<file path="src/include/iafe_map.vh">
// Register offsets, field positions, reset values and decimator sizing for the front end.
`ifndef IAFE_MAP_VH
`define IAFE_MAP_VH

// Register byte offsets (word aligned).
`define IAFE_STATUS_OFS     8'h00
`define IAFE_INT_STAT_OFS   8'h04
`define IAFE_INT_MASK_OFS   8'h08
`define IAFE_CLOCK_OFS      8'h0c
`define IAFE_CH0_CFG_OFS    8'h10
`define IAFE_CH1_CFG_OFS    8'h14
`define IAFE_CH2_CFG_OFS    8'h18
`define IAFE_GAIN_OFS       8'h1c
`define IAFE_DATA0_OFS      8'h20
`define IAFE_DATA1_OFS      8'h24
`define IAFE_DATA2_OFS      8'h28

// Status fields.
`define IAFE_ST_FAULT_BIT   0
`define IAFE_ST_LIVE_BIT    1

// Interrupt status and mask fields.
`define IAFE_IRQ_FAULT_BIT  0
`define IAFE_IRQ_DRDY_LSB   1

// Clock register fields and reset values.
`define IAFE_CLK_DIV_LSB    0
`define IAFE_CLK_SS_BIT     2
`define IAFE_CLK_DIV_RST    2'h0
`define IAFE_CLK_SS_RST     1'h1

// Divider half periods in main clock cycles for ratios 2, 4, 8 and 12.
`define IAFE_HALF_DIV2      3'h1
`define IAFE_HALF_DIV4      3'h2
`define IAFE_HALF_DIV8      3'h4
`define IAFE_HALF_DIV12     3'h6

// Resonator half period in modulator cycles, base value.
`define IAFE_RES_HALF_BASE  2'h2
`define IAFE_LFSR_SEED      8'h5a

// Input source codes.
`define IAFE_SRC_PINS       2'h0
`define IAFE_SRC_HIGH_SIDE_GROUND       2'h1
`define IAFE_SRC_TEST_POS   2'h2
`define IAFE_SRC_TEST_NEG   2'h3

// Gain field spacing and the smallest code that needs the precharge buffer (gain 8).
`define IAFE_GAIN_STRIDE    4
`define IAFE_GAIN_RST       3'h0
`define IAFE_GAIN_PRECHG    3'h3

// Sinc3 decimator: oversampling ratio 128, result width 3*7+1.
`define IAFE_OSR_LOG2       7
`define IAFE_RES_W          22

`endif

</file>
<file path="src/rtl/iafe_sinc3_decim.v">
// Third order sinc decimator turning one received bitstream into conversion results.
`timescale 1ns/100ps
`include "iafe_map.vh"

module iafe_sinc3_decim (
    input  wire                      ref_clk,
    input  wire                      reset,
    input  wire                      sample_en,
    input  wire                      bit_in,
    output reg  [`IAFE_RES_W-1:0]    result_reg,
    output reg                       result_valid_reg
);
    reg  [`IAFE_RES_W-1:0]   int1_reg;
    reg  [`IAFE_RES_W-1:0]   int2_reg;
    reg  [`IAFE_RES_W-1:0]   int3_reg;
    reg  [`IAFE_RES_W-1:0]   dly1_reg;
    reg  [`IAFE_RES_W-1:0]   dly2_reg;
    reg  [`IAFE_RES_W-1:0]   dly3_reg;
    reg  [`IAFE_OSR_LOG2-1:0] dec_cnt_reg;
    wire [`IAFE_RES_W-1:0]   comb1;
    wire [`IAFE_RES_W-1:0]   comb2;
    wire [`IAFE_RES_W-1:0]   comb3;
    wire                     dec_point;

    // Comb stages work at the decimated rate; wraparound arithmetic is intended.
    assign comb1     = int3_reg - dly1_reg;
    assign comb2     = comb1 - dly2_reg;
    assign comb3     = comb2 - dly3_reg;
    assign dec_point = sample_en && (&dec_cnt_reg);

    // Integrators run at the modulator rate, combs once every OSR samples.
    always @(posedge ref_clk) begin
        if (reset) begin
            int1_reg         <= {`IAFE_RES_W{1'b0}};
            int2_reg         <= {`IAFE_RES_W{1'b0}};
            int3_reg         <= {`IAFE_RES_W{1'b0}};
            dly1_reg         <= {`IAFE_RES_W{1'b0}};
            dly2_reg         <= {`IAFE_RES_W{1'b0}};
            dly3_reg         <= {`IAFE_RES_W{1'b0}};
            dec_cnt_reg      <= {`IAFE_OSR_LOG2{1'b0}};
            result_reg       <= {`IAFE_RES_W{1'b0}};
            result_valid_reg <= 1'b0;
        end else begin
            result_valid_reg <= dec_point;
            if (sample_en) begin
                int1_reg    <= int1_reg + {{(`IAFE_RES_W-1){1'b0}}, bit_in};
                int2_reg    <= int2_reg + int1_reg;
                int3_reg    <= int3_reg + int2_reg;
                dec_cnt_reg <= dec_cnt_reg + 1'b1;
            end
            if (dec_point) begin
                dly1_reg   <= int3_reg;
                dly2_reg   <= comb1;
                dly3_reg   <= comb2;
                result_reg <= comb3;
            end
        end
    end
endmodule

</file>
<file path="src/rtl/iafe_front_end_ctrl.v">
// Digital control of the isolated three channel front end with its AHB-Lite register slave.
// Behaviour
// Latch converter supply fault as status bit.
// Fault bit stays high until status read.
// Status read clears the latched fault bit.
// Host confirms supply with two status reads.
// Per channel two bit input selector field.
// Four sources: pins, ground, test plus/minus.
// Independent three bit gain code per channel.
// Precharge buffer on for gain eight upward.
// Ones sent as carrier burst, zeros silent.
// Received bitstream decimated by sinc filter.
// Spread spectrum resonator clock tied to modulator.
// Modulator clock divides main clock, default two.
// Codes select ratios 2, 4, 8, 12.
// Selector codes map pins, ground, plus, minus.
`timescale 1ns/100ps
`include "iafe_map.vh"

module iafe_front_end_ctrl (
    input  wire          ref_clk,
    input  wire          reset,
    input  wire          hsel,
    input  wire [31:0]   haddr,
    input  wire [1:0]    htrans,
    input  wire          hwrite,
    input  wire [2:0]    hsize,
    input  wire [31:0]   hwdata,
    input  wire          hready,
    output reg  [31:0]   hrdata,
    output reg           hreadyout,
    output reg           hresp,
    input  wire          supply_fail_in,
    input  wire [2:0]    mod_bits_in,
    input  wire [2:0]    ook_rx_in,
    output reg           modulator_clock,
    output reg           resonator_clock,
    output reg  [2:0]    ook_burst_en,
    output reg  [5:0]    input_source_select,
    output reg  [8:0]    channel_gain_code,
    output reg  [2:0]    precharge_en,
    output reg           irq
);
    // Pin synchronisers: supply fault, modulator bits and barrier receiver outputs.
    reg  [6:0]                sync1_reg;
    reg  [6:0]                sync2_reg;
    // Register file.
    reg                       supply_fault_flag_reg;
    reg  [3:0]                int_stat_reg;
    reg  [3:0]                int_mask_reg;
    reg  [1:0]                clk_div_reg;
    reg                       ss_en_reg;
    reg  [5:0]                src_sel_reg;
    reg  [8:0]                gain_reg;
    reg  [3*`IAFE_RES_W-1:0]  data_reg;
    // Bus state.
    reg                       wr_pend_reg;
    reg                       rd_pend_reg;
    reg  [7:0]                addr_reg;
    // Clock generation.
    reg  [2:0]                div_cnt_reg;
    reg  [2:0]                half_cur_reg;
    reg  [1:0]                res_cnt_reg;
    reg  [7:0]                lfsr_reg;
    reg                       fail_prev_reg;
    reg                       mod_tick_reg;
    reg  [31:0]               rd_next;
    reg  [2:0]                half_next;
    reg  [3:0]                int_set_next;
    wire [1:0]                res_half;
    wire [3*`IAFE_RES_W-1:0]  dec_result;
    wire [2:0]                dec_valid;
    wire                      fail_sync;
    wire [2:0]                mod_sync;
    wire [2:0]                rx_sync;
    wire                      addr_phase;
    wire [7:0]                cur_addr;
    // Loop indices, one per process.
    integer                   i;
    integer                   wr_i;
    integer                   pc_i;

    assign fail_sync  = sync2_reg[0];
    assign mod_sync   = sync2_reg[3:1];
    assign rx_sync    = sync2_reg[6:4];
    assign addr_phase = hsel && hready && htrans[1];
    assign cur_addr   = haddr[7:0];

    // Two flip-flop synchronisers for every pin input.
    // Only stage two feeds logic.
    always @(posedge ref_clk) begin
        if (reset) begin
            sync1_reg <= 7'h00;
            sync2_reg <= 7'h00;
        end else begin
            sync1_reg <= {ook_rx_in, mod_bits_in, supply_fail_in};
            sync2_reg <= sync1_reg;
        end
    end

    // divider ratio decode
    always @* begin
        case (clk_div_reg)
            2'h0:    half_next = `IAFE_HALF_DIV2;
            2'h1:    half_next = `IAFE_HALF_DIV4;
            2'h2:    half_next = `IAFE_HALF_DIV8;
            default: half_next = `IAFE_HALF_DIV12;
        endcase
    end

    // modulator clock divider
    // A new ratio loads only at a half period boundary, so every level stays whole.
    always @(posedge ref_clk) begin
        if (reset) begin
            div_cnt_reg     <= 3'h0;
            half_cur_reg    <= `IAFE_HALF_DIV2;
            modulator_clock <= 1'b0;
            mod_tick_reg    <= 1'b0;
        end else begin
            mod_tick_reg <= 1'b0;
            if (div_cnt_reg + 3'h1 >= half_cur_reg) begin
                div_cnt_reg     <= 3'h0;
                half_cur_reg    <= half_next;
                modulator_clock <= ~modulator_clock;
                mod_tick_reg    <= ~modulator_clock;
            end else begin
                div_cnt_reg <= div_cnt_reg + 3'h1;
            end
        end
    end

    // spread spectrum resonator
    // The half period is two or three modulator cycles, picked by an LFSR that steps at each resonator toggle.
    // Spread off: fixed half of two.
    assign res_half = ss_en_reg ? (`IAFE_RES_HALF_BASE + {1'b0, lfsr_reg[0]})
                                : `IAFE_RES_HALF_BASE;

    always @(posedge ref_clk) begin
        if (reset) begin
            res_cnt_reg     <= 2'h0;
            resonator_clock <= 1'b0;
            lfsr_reg        <= `IAFE_LFSR_SEED;
        end else if (mod_tick_reg) begin
            if (res_cnt_reg + 2'h1 >= res_half) begin
                res_cnt_reg     <= 2'h0;
                resonator_clock <= ~resonator_clock;
                lfsr_reg        <= {lfsr_reg[6:0],
                                    lfsr_reg[7] ^ lfsr_reg[5] ^ lfsr_reg[4] ^ lfsr_reg[3]};
            end else begin
                res_cnt_reg <= res_cnt_reg + 2'h1;
            end
        end
    end

    // on off keying
    // Each modulator bit gates the barrier carrier for one modulator period.
    // The carrier itself is analog.
    always @(posedge ref_clk) begin
        if (reset) begin
            ook_burst_en <= 3'h0;
        end else if (mod_tick_reg) begin
            ook_burst_en <= mod_sync;
        end
    end

    // sinc decimation per channel
    // One strobe keeps channels aligned.
    genvar ch;
    generate
        for (ch = 0; ch < 3; ch = ch + 1) begin : g_chan
            iafe_sinc3_decim u_decim (
                .ref_clk          (ref_clk),
                .reset            (reset),
                .sample_en        (mod_tick_reg),
                .bit_in           (rx_sync[ch]),
                .result_reg       (dec_result[ch*`IAFE_RES_W +: `IAFE_RES_W]),
                .result_valid_reg (dec_valid[ch])
            );

            // Results are held for the host until the next decimation point.
            always @(posedge ref_clk) begin
                if (reset) begin
                    data_reg[ch*`IAFE_RES_W +: `IAFE_RES_W] <= {`IAFE_RES_W{1'b0}};
                end else if (dec_valid[ch]) begin
                    data_reg[ch*`IAFE_RES_W +: `IAFE_RES_W] <=
                        dec_result[ch*`IAFE_RES_W +: `IAFE_RES_W];
                end
            end
        end
    endgenerate

    // Read multiplexer, evaluated in the read wait cycle after any pending write.
    always @* begin
        rd_next = 32'h0000_0000;
        case (addr_reg)
            `IAFE_STATUS_OFS: begin
                rd_next[`IAFE_ST_FAULT_BIT] = supply_fault_flag_reg;
                rd_next[`IAFE_ST_LIVE_BIT]  = fail_sync;
            end
            `IAFE_INT_STAT_OFS: rd_next[3:0] = int_stat_reg;
            `IAFE_INT_MASK_OFS: rd_next[3:0] = int_mask_reg;
            `IAFE_CLOCK_OFS: begin
                rd_next[`IAFE_CLK_DIV_LSB +: 2] = clk_div_reg;
                rd_next[`IAFE_CLK_SS_BIT]       = ss_en_reg;
            end
            `IAFE_CH0_CFG_OFS: rd_next[1:0] = src_sel_reg[1:0];
            `IAFE_CH1_CFG_OFS: rd_next[1:0] = src_sel_reg[3:2];
            `IAFE_CH2_CFG_OFS: rd_next[1:0] = src_sel_reg[5:4];
            `IAFE_GAIN_OFS: begin
                for (i = 0; i < 3; i = i + 1) begin
                    rd_next[i*`IAFE_GAIN_STRIDE +: 3] = gain_reg[i*3 +: 3];
                end
            end
            `IAFE_DATA0_OFS: rd_next[`IAFE_RES_W-1:0] = data_reg[0 +: `IAFE_RES_W];
            `IAFE_DATA1_OFS: rd_next[`IAFE_RES_W-1:0] = data_reg[`IAFE_RES_W +: `IAFE_RES_W];
            `IAFE_DATA2_OFS: rd_next[`IAFE_RES_W-1:0] = data_reg[2*`IAFE_RES_W +: `IAFE_RES_W];
            default: rd_next = 32'h0000_0000;
        endcase
    end

    // Bus phases: writes complete without wait, reads insert one wait cycle.
    // The wait lets a read see a fresh write.
    always @(posedge ref_clk) begin
        if (reset) begin
            wr_pend_reg <= 1'b0;
            rd_pend_reg <= 1'b0;
            addr_reg    <= 8'h00;
            hreadyout   <= 1'b1;
            hrdata      <= 32'h0000_0000;
            hresp       <= 1'b0;
        end else begin
            hresp <= 1'b0;
            if (rd_pend_reg) begin
                rd_pend_reg <= 1'b0;
                hreadyout   <= 1'b1;
                hrdata      <= rd_next;
            end else if (addr_phase) begin
                addr_reg    <= {cur_addr[7:2], 2'b00};
                wr_pend_reg <= hwrite;
                rd_pend_reg <= ~hwrite;
                hreadyout   <= hwrite;
            end else begin
                wr_pend_reg <= 1'b0;
            end
            if (wr_pend_reg && !addr_phase) begin
                wr_pend_reg <= 1'b0;
            end
        end
    end

    // Events for the interrupt status: a new supply failure and each fresh result.
    always @* begin
        int_set_next                     = 4'h0;
        int_set_next[`IAFE_IRQ_FAULT_BIT] = fail_sync && !fail_prev_reg;
        int_set_next[`IAFE_IRQ_DRDY_LSB +: 3] = dec_valid;
    end

    // latch supply fault
    // hold until read
    // read clears fault
    // A failure seen in the clearing cycle wins, so no fault is lost.
    // The read returns the flag before clearing.
    always @(posedge ref_clk) begin
        if (reset) begin
            supply_fault_flag_reg <= 1'b0;
            fail_prev_reg         <= 1'b0;
        end else begin
            fail_prev_reg <= fail_sync;
            if (fail_sync) begin
                supply_fault_flag_reg <= 1'b1;
            end else if (rd_pend_reg && addr_reg == `IAFE_STATUS_OFS) begin
                supply_fault_flag_reg <= 1'b0;
            end
        end
    end

    // Sticky interrupt status, write one to clear, set wins over clear.
    // The line lags status by one cycle.
    always @(posedge ref_clk) begin
        if (reset) begin
            int_stat_reg <= 4'h0;
            irq          <= 1'b0;
        end else begin
            if (wr_pend_reg && addr_reg == `IAFE_INT_STAT_OFS) begin
                int_stat_reg <= (int_stat_reg & ~hwdata[3:0]) | int_set_next;
            end else begin
                int_stat_reg <= int_stat_reg | int_set_next;
            end
            irq <= |(int_stat_reg & int_mask_reg);
        end
    end

    // per channel selector
    // per channel gain
    // divide by two default
    always @(posedge ref_clk) begin
        if (reset) begin
            int_mask_reg <= 4'h0;
            clk_div_reg  <= `IAFE_CLK_DIV_RST;
            ss_en_reg    <= `IAFE_CLK_SS_RST;
            src_sel_reg  <= {3{`IAFE_SRC_PINS}};
            gain_reg     <= {3{`IAFE_GAIN_RST}};
        end else if (wr_pend_reg) begin
            case (addr_reg)
                `IAFE_INT_MASK_OFS: int_mask_reg <= hwdata[3:0];
                `IAFE_CLOCK_OFS: begin
                    clk_div_reg <= hwdata[`IAFE_CLK_DIV_LSB +: 2];
                    ss_en_reg   <= hwdata[`IAFE_CLK_SS_BIT];
                end
                `IAFE_CH0_CFG_OFS: src_sel_reg[1:0] <= hwdata[1:0];
                `IAFE_CH1_CFG_OFS: src_sel_reg[3:2] <= hwdata[1:0];
                `IAFE_CH2_CFG_OFS: src_sel_reg[5:4] <= hwdata[1:0];
                `IAFE_GAIN_OFS: begin
                    for (wr_i = 0; wr_i < 3; wr_i = wr_i + 1) begin
                        gain_reg[wr_i*3 +: 3] <= hwdata[wr_i*`IAFE_GAIN_STRIDE +: 3];
                    end
                end
                default: int_mask_reg <= int_mask_reg;
            endcase
        end
    end

    // four source routing
    // selector code mapping
    // Codes pass straight to the analog switch: 0 pins, 1 ground, 2 test plus, 3 test minus.
    // precharge from gain
    always @(posedge ref_clk) begin
        if (reset) begin
            input_source_select <= {3{`IAFE_SRC_PINS}};
            channel_gain_code   <= {3{`IAFE_GAIN_RST}};
            precharge_en        <= 3'h0;
        end else begin
            input_source_select <= src_sel_reg;
            channel_gain_code   <= gain_reg;
            for (pc_i = 0; pc_i < 3; pc_i = pc_i + 1) begin
                precharge_en[pc_i] <= (gain_reg[pc_i*3 +: 3] >= `IAFE_GAIN_PRECHG);
            end
        end
    end
endmodule

</file>
<file path="config.mk">
export PLATFORM = sky130hd
export DESIGN_NAME = iafe_front_end_ctrl
export DESIGN_NICKNAME = d
export VERILOG_FILES = /design/src/rtl/iafe_sinc3_decim.v /design/src/rtl/iafe_front_end_ctrl.v
export VERILOG_INCLUDE_DIRS = /design/src /design/src/include
export SDC_FILE = /design/constraint.sdc
export NUM_CORES = 2
export LEC_CHECK = 0
export BUFFER_PORTS_ARGS = -buffer_cell sky130_fd_sc_hd__clkbuf_2
export CORE_MARGIN = 4
export CORE_UTILIZATION = 50
export CTS_CLUSTER_DIAMETER = 50
export DETAILED_ROUTE_END_ITERATION = 8
export GPL_TIMING_DRIVEN = 0
export HOLD_SLACK_MARGIN = 0.1
export PLACE_DENSITY = 0.69
export SYNTH_ARGS = -nofsm -noshare
export SYNTH_HDL_FRONTEND = slang
export SYNTH_SLANG_ARGS = --single-unit
</file>
<file path="constraint.sdc">
create_clock -name ref_clk -period 5.39 [get_ports ref_clk]
set_clock_uncertainty 0.05 [all_clocks]
set_input_delay 0.8085 -clock ref_clk [delete_from_list [all_inputs] [get_ports ref_clk]]
set_output_delay 0.8085 -clock ref_clk [all_outputs]
set_load 0.005 [all_outputs]
</file>
# Yosys cells after proc, flatten, opt, wreduce, memory -nomap -nowiden
# Index checks and enable logic that the tools add are counted.
# Widths: inputs -> output; s select.
[totals] elab_cells=159 in_bits=81 register_bits=666 out_inout_bits=58
[classes] n_lt_le_gt_ge=5 n_reduce_logical=31 eq_ne=12 n_addsub=24 n_mux=14 bitwise=14
[op_table] op="$sub 22x22->22" count=9
[op_table] op="$add 22x22->22" count=6
[op_table] op="$add 22x1->22" count=3
[op_table] op="$pmux 11 s3" count=1
[op_table] op="$eq 6x3->1 const B" count=4
[op_table] op="$pmux 3 s4" count=2
[op_table] op="$pmux 2 s11" count=1
[op_table] op="$add 7x1->7 const B" count=3
[op_table] op="$reduce_and 7->1" count=3
[op_table] op="$eq 6x4->1 const B" count=3
[op_table] op="$reduce_and 2->1" count=8
[op_table] op="$eq 6x2->1 const B" count=2
[op_table] op="$ge 3x2->1 const B" count=3
[op_table] op="$logic_and 1x1->1" count=9
[op_table] op="$pmux 3 s3" count=1
[op_table] op="$and 4x4->4" count=2
[op_table] op="$logic_not 8->1" count=1
[op_table] op="$or 4x4->4" count=2
[op_table] op="$reduce_or 2->1" count=4
[op_table] op="$pmux 1 s7" count=1
[op_table] op="$eq 6x1->1 const B" count=1
[op_table] op="$not 1->1" count=6
[op_table] op="$pmux 1 s5" count=1
[op_table] op="$mux 2" count=2
[op_table] op="17 further kinds" count=22

# Longest topological paths before layout
[depth] depth_word=5 ltp_mapped=31 ltp_nobuf=31

# Hierarchy
# A second synthesis with hierarchy kept.
[unflattened] hier_cells=4842 hier_area_um2=39626.8
[modules_own_cells] mod="iafe_sinc3_decim at g_chan[1].u_decim" cells_each=1387 seq_area_each_um2=3243.1 n_inst=1 area_each_um2=10946.7
[modules_own_cells] mod="iafe_sinc3_decim at g_chan[0].u_decim" cells_each=1368 seq_area_each_um2=3243.1 n_inst=1 area_each_um2=10796.6
[modules_own_cells] mod="iafe_sinc3_decim at g_chan[2].u_decim" cells_each=1357 seq_area_each_um2=3243.1 n_inst=1 area_each_um2=10727.8
[modules_own_cells] mod="iafe_front_end_ctrl" cells_each=730 seq_area_each_um2=3603.5 n_inst=1 area_each_um2=7155.6

# Least setup slack after synthesis
# OpenSTA, ideal clock, no wires.
[synth_timing] path_kind="reg2reg" startpoint="reg g_chan[1].u_decim.int3_reg[0]" endpoint="reg g_chan[1].u_decim.result_reg[21]" slack_ps=-354 t_arrival_ps=5568 period_less_slack_ps=5744 path_stages_with_launch=32 t_required_ps=5214 setup_time_ps=126 n_path_buf=0 cell_sequence="dfxtp_1 -> inv_1 -> ha_1 -> fa_1 -> nor2b_1 -> o21ai_0 -> a21boi_0 -> o21ai_1 -> a21oi_1 -> a21o_1 -> a21oi_1 -> xnor2_1 -> ha_1 -> and3_1 -> and2_1 -> a21oi_1 -> nand2_1 -> a31oi_1 -> nor2b_1 -> a21oi_1 -> xnor2_1 -> ha_1 -> a21oi_1 -> o21a_1 -> or3b_2 -> o21ai_1 -> o21ai_0 -> o221ai_1 -> xor2_1 -> nor3_1 -> nand2_1 -> o211ai_1"
[synth_between] elab_chain_cells=3
[synth_rtl] element="from (decl)" line_no="iafe_sinc3_decim.v:15" text="reg [`IAFE_RES_W-1:0] int3_reg;"
[synth_rtl] element="from (signal assigned)" line_no="iafe_sinc3_decim.v:36" text="int3_reg <= {`IAFE_RES_W{1'b0}};"
[synth_rtl] element="from (signal assigned)" line_no="iafe_sinc3_decim.v:48" text="int3_reg <= int3_reg + int2_reg;"
[synth_rtl] element="$sub 22x22->22" line_no="iafe_sinc3_decim.v:26" text="assign comb1 = int3_reg - dly1_reg;"
[synth_rtl] element="named net g_chan[1].u_decim.comb1[10]" line_no="iafe_sinc3_decim.v:20" text="wire [`IAFE_RES_W-1:0] comb1;"
[synth_rtl] element="$sub 22x22->22" line_no="iafe_sinc3_decim.v:27" text="assign comb2 = comb1 - dly2_reg;"
[synth_rtl] element="named net g_chan[1].u_decim.comb2[14]" line_no="iafe_sinc3_decim.v:21" text="wire [`IAFE_RES_W-1:0] comb2;"
[synth_rtl] element="$sub 22x22->22" line_no="iafe_sinc3_decim.v:28" text="assign comb3 = comb2 - dly3_reg;"
[synth_rtl] element="to (signal assigned)" line_no="iafe_sinc3_decim.v:41" text="result_reg <= {`IAFE_RES_W{1'b0}};"
[synth_rtl] element="to (signal assigned)" line_no="iafe_sinc3_decim.v:55" text="result_reg <= comb3;"
[synth_rtl] element="to (decl)" line_no="iafe_sinc3_decim.v:10" text="output reg [`IAFE_RES_W-1:0] result_reg,"
# The timed path passes the listed nets, and every way through them passes these cells.
# A chain may end at the register's enable or synchronous reset.

# Worst setup path after layout
[layout_timing] startpoint="reg g_chan[0].u_decim.int3_reg[0]" endpoint="reg g_chan[0].u_decim.result_reg[19]"
[layout_between] elab_chain_cells=3
[layout_rtl] element="from (decl)" line_no="iafe_sinc3_decim.v:15"
[layout_rtl] element="from (signal assigned)" line_no="iafe_sinc3_decim.v:36"
[layout_rtl] element="from (signal assigned)" line_no="iafe_sinc3_decim.v:48"
[layout_rtl] element="$sub 22x22->22" line_no="iafe_sinc3_decim.v:26"
[layout_rtl] element="named net g_chan[0].u_decim.comb1[10]" line_no="iafe_sinc3_decim.v:20"
[layout_rtl] element="$sub 22x22->22" line_no="iafe_sinc3_decim.v:27"
[layout_rtl] element="named net g_chan[0].u_decim.comb2[15]" line_no="iafe_sinc3_decim.v:21"
[layout_rtl] element="$sub 22x22->22" line_no="iafe_sinc3_decim.v:28"
[layout_rtl] element="to (signal assigned)" line_no="iafe_sinc3_decim.v:41"
[layout_rtl] element="to (signal assigned)" line_no="iafe_sinc3_decim.v:55"
[layout_rtl] element="to (decl)" line_no="iafe_sinc3_decim.v:10"
# The timed path passes the listed nets, and every way through them passes these cells.

==> metrics <==
CP max stage delay 430 ps; switching pwr 4887 uW; count leader, synth dfxtp_1; vias in the first global route 31.11k; main combinational cell family by area after synthesis simple AND/OR/NAND/NOR gates; DR DRC count 0; DIE WIDTH 286.5 um; Core Box Area 0.07645 sq mm; cell-internal power 10770 uW; total number of yosys warnings 0; hold depth 2; largest net degree at the start of global routing 14; post-route ant nets 0; met1 Use GR 34.23%; port buffer count 75; Peak Freq 0.1758 GHz; nets 5411; minimum clock period 5688 ps; global route hottest layer met2; failing checks setup timing; CP Launch Type flip-flop; global-route wire length before repair 165.8 mm; die area 0.08206 sq mm; Synth area leader dfxtp_1; GP Congestion 0.9389; Worst Reg2Reg Path Length in Cells 28; Initial DRC Count 2524; type of the tightest min-delay check in -> reg; unrepaired setup endpoints after global routing true; Synth Area in XOR/XNOR 7.526%; Switching Share 31.22%; placed inst area 0.04057 sq mm; Starting Density 50.71%; DP Wirelength 77.98 mm; die outline height 286.5 um; Simple-Gate Fraction of Synth Area 18.62%; Compound-Gate Fraction of Synth Area 17.90%; post-synth cell types 95; Inserted Clock Buffers 91; VDD IR max 237.4 uV; met3 usage 3.900%; slowest stage cell on the critical path or4_4; row count 101; final instance area 0.04540 sq mm; fin cells 6095; I/O pins 139; DR vias/cell 5.552; WP data arrival 6200 ps; required time of the worst setup path 5900 ps; Seq/Total Area, Yosys 34.39%; Avg Synthesized Cell Area 8.207 sq um; router iterations before antenna repair 6; Flop pwr share 31.9%; post-synth top area share 34.39%; Clock Power Share 40.6%; Max transition margin 6.503%; Slew Viols, Final 0; critical path type reg -> reg; total global routing track utilization 24.90%; period utilisation layout 105.5%; Most used DFF post-synth dfxtp_1; combinational share of power 27.5%; routed wire length 106.8 mm; Post-Syn Area 0.03877 sq mm; crit-path max FO 4; CTS Hold Bufs 0; CTS Sinks 666; asr flop ratio synth 0%; fill cell count 6695; Final Hold Fails 0; global route total overflow 0; Crit. End Element flip-flop; share of layout cells above drive strength 1 10.92%; Max-Cap Viols 0; DR WL/cell 17.53 um; # setup viols final 6; Leak 0.01798 uW; CTS tree done; status finished with violations; root buffer cell clkbuf_16; vias 33.84k; Reg clk slew, reported paths 60 ps; Setup WS post-layout -297.5 ps; worst-skew pair later-pin latency 650 ps; placed insts 5839; flop2flop setup slack -300 ps; H-tree depth 3; worst-case clock buffer depth 3; post-synthesis mux area share 5.428%; Slew @ Worst Pin 1402 ps; Setup TNS Final -928.2 ps; Post-Synth Adder-Cell Area 11.42%; commonest cells in the netlist dfxtp_1 (666), nand2_1 (635), a21oi_1 (467); area delta synth->final 17.10%; top cells by area, synth dfxtp_1 (34%), ha_1 (11%), nand2_1 (6.1%), a21oi_1 (6.0%), mux2i_1 (5.1%); number of synthesized flops with an enable pin 0; GR Layer Usage met2 40.01%; Syn Inst Count 4724; PwrDens 344.8 mW/mm^2; #FFs+latches synth 666; initial antenna violation count 5
-- repair_timing --
item                       CTS  global route
buffers inserted            52            35
setup endpoints to repair   18            28
gates resized for setup     72           133
pin swaps                   76           116
-- final timing paths --
check | endpoint | startpoint
setup / recovery | g_chan[0].u_decim.result_reg[19] | g_chan[0].u_decim.int3_reg[0]
setup reg to reg | g_chan[0].u_decim.result_reg[19] | g_chan[0].u_decim.int3_reg[0]
hold reg to reg | sync2_reg[1] | sync1_reg[1]
hold / removal | sync1_reg[3] | mod_bits_in[2]
-- layout by cell type (no fill, tap or decap), types with 88 or more instances in the layout --
cell | Yosys | routed
nand2_1 | 635 | 633
nand3_1 | 89 | 88
mux2i_1 | 199 | 199
clkbuf_1 | 155 | 161
inv_1 | 272 | 266
o21ai_0 | 165 | 145
xnor2_1 | 195 | 170
nor2_1 | 451 | 442
ha_1 | 330 | 307
xor2_1 | 131 | 130
clkbuf_16 | 0 | 93
dfxtp_1 | 666 | 655
a21oi_1 | 467 | 436
a21o_1 | 100 | 100
-- critical path: cells and delay by family, from the launching register on --
kind            cells  cell delay [ps]
buf+inv             3              340
xor+xnor            1              160
simple gates        6             1530
compound gates     14             2350
fa+ha+maj           4              840
flops               1              350
-- logic make-up (layout without fill, tap and decap cells) --
family / count (synthesis) / after routing
flops: 666 / 666
mux: 207 / 207
compound gates: 1105 / 1105
fa+ha+maj: 345 / 345
simple gates: 1598 / 1598
other cells: 1 / 12
xor+xnor: 329 / 329
buf+inv: 473 / 803
-- through the flow --
stage                     setup WS, ps  power [uW]  hold WS, ps  util, %
after floorplan                 -15.99        7744        363.8        -
after CTS                       -324.3       15140        282.0    58.27
final                           -297.5       15650        308.2    59.38
after global placement          -720.0        8439        366.3    53.07
after global routing            -485.1       16310        294.4    59.38
after detailed placement        -779.7        8470        377.5    53.07
-- power groups by stage --
stage               Clock, uW  Sequential [uW]  Combinational (uW)
CTS                      6430             4990                3720
detailed placement          0             5100                3370
global placement            0             5100                3340
finish                   6360             4990                4300
global route             6650             4990                4670
floorplan                   0             5090                2660
-- metal layers --
layer | vias up | wire (um) | part of all wire, %
met2 | 982 | 47390 | 44
met4 | 0 | 3524 | 3.3
met5 | - | 0 | 0
met3 | 184 | 7040 | 6.6
met1 | 15750 | 48880 | 46
li1 | 16930 | - | -
-- cell type report --
class | count | area (sq um) | area share (%)
diodes | 1 | 2.502 | 0.005512
plain buffers | 201 | 802.0 | 1.767
clock buffers | 114 | 2556 | 5.630
clock inverters | 58 | 695.7 | 1.532
inverters | 272 | 1021 | 2.249
multi-input cells | 3595 | 24640 | 54.28
flip-flops and latches | 666 | 13350 | 29.41
well taps | 1030 | 1289 | 2.839
repair buffers | 158 | 1036 | 2.282
(Power assumes the default switching activity.)
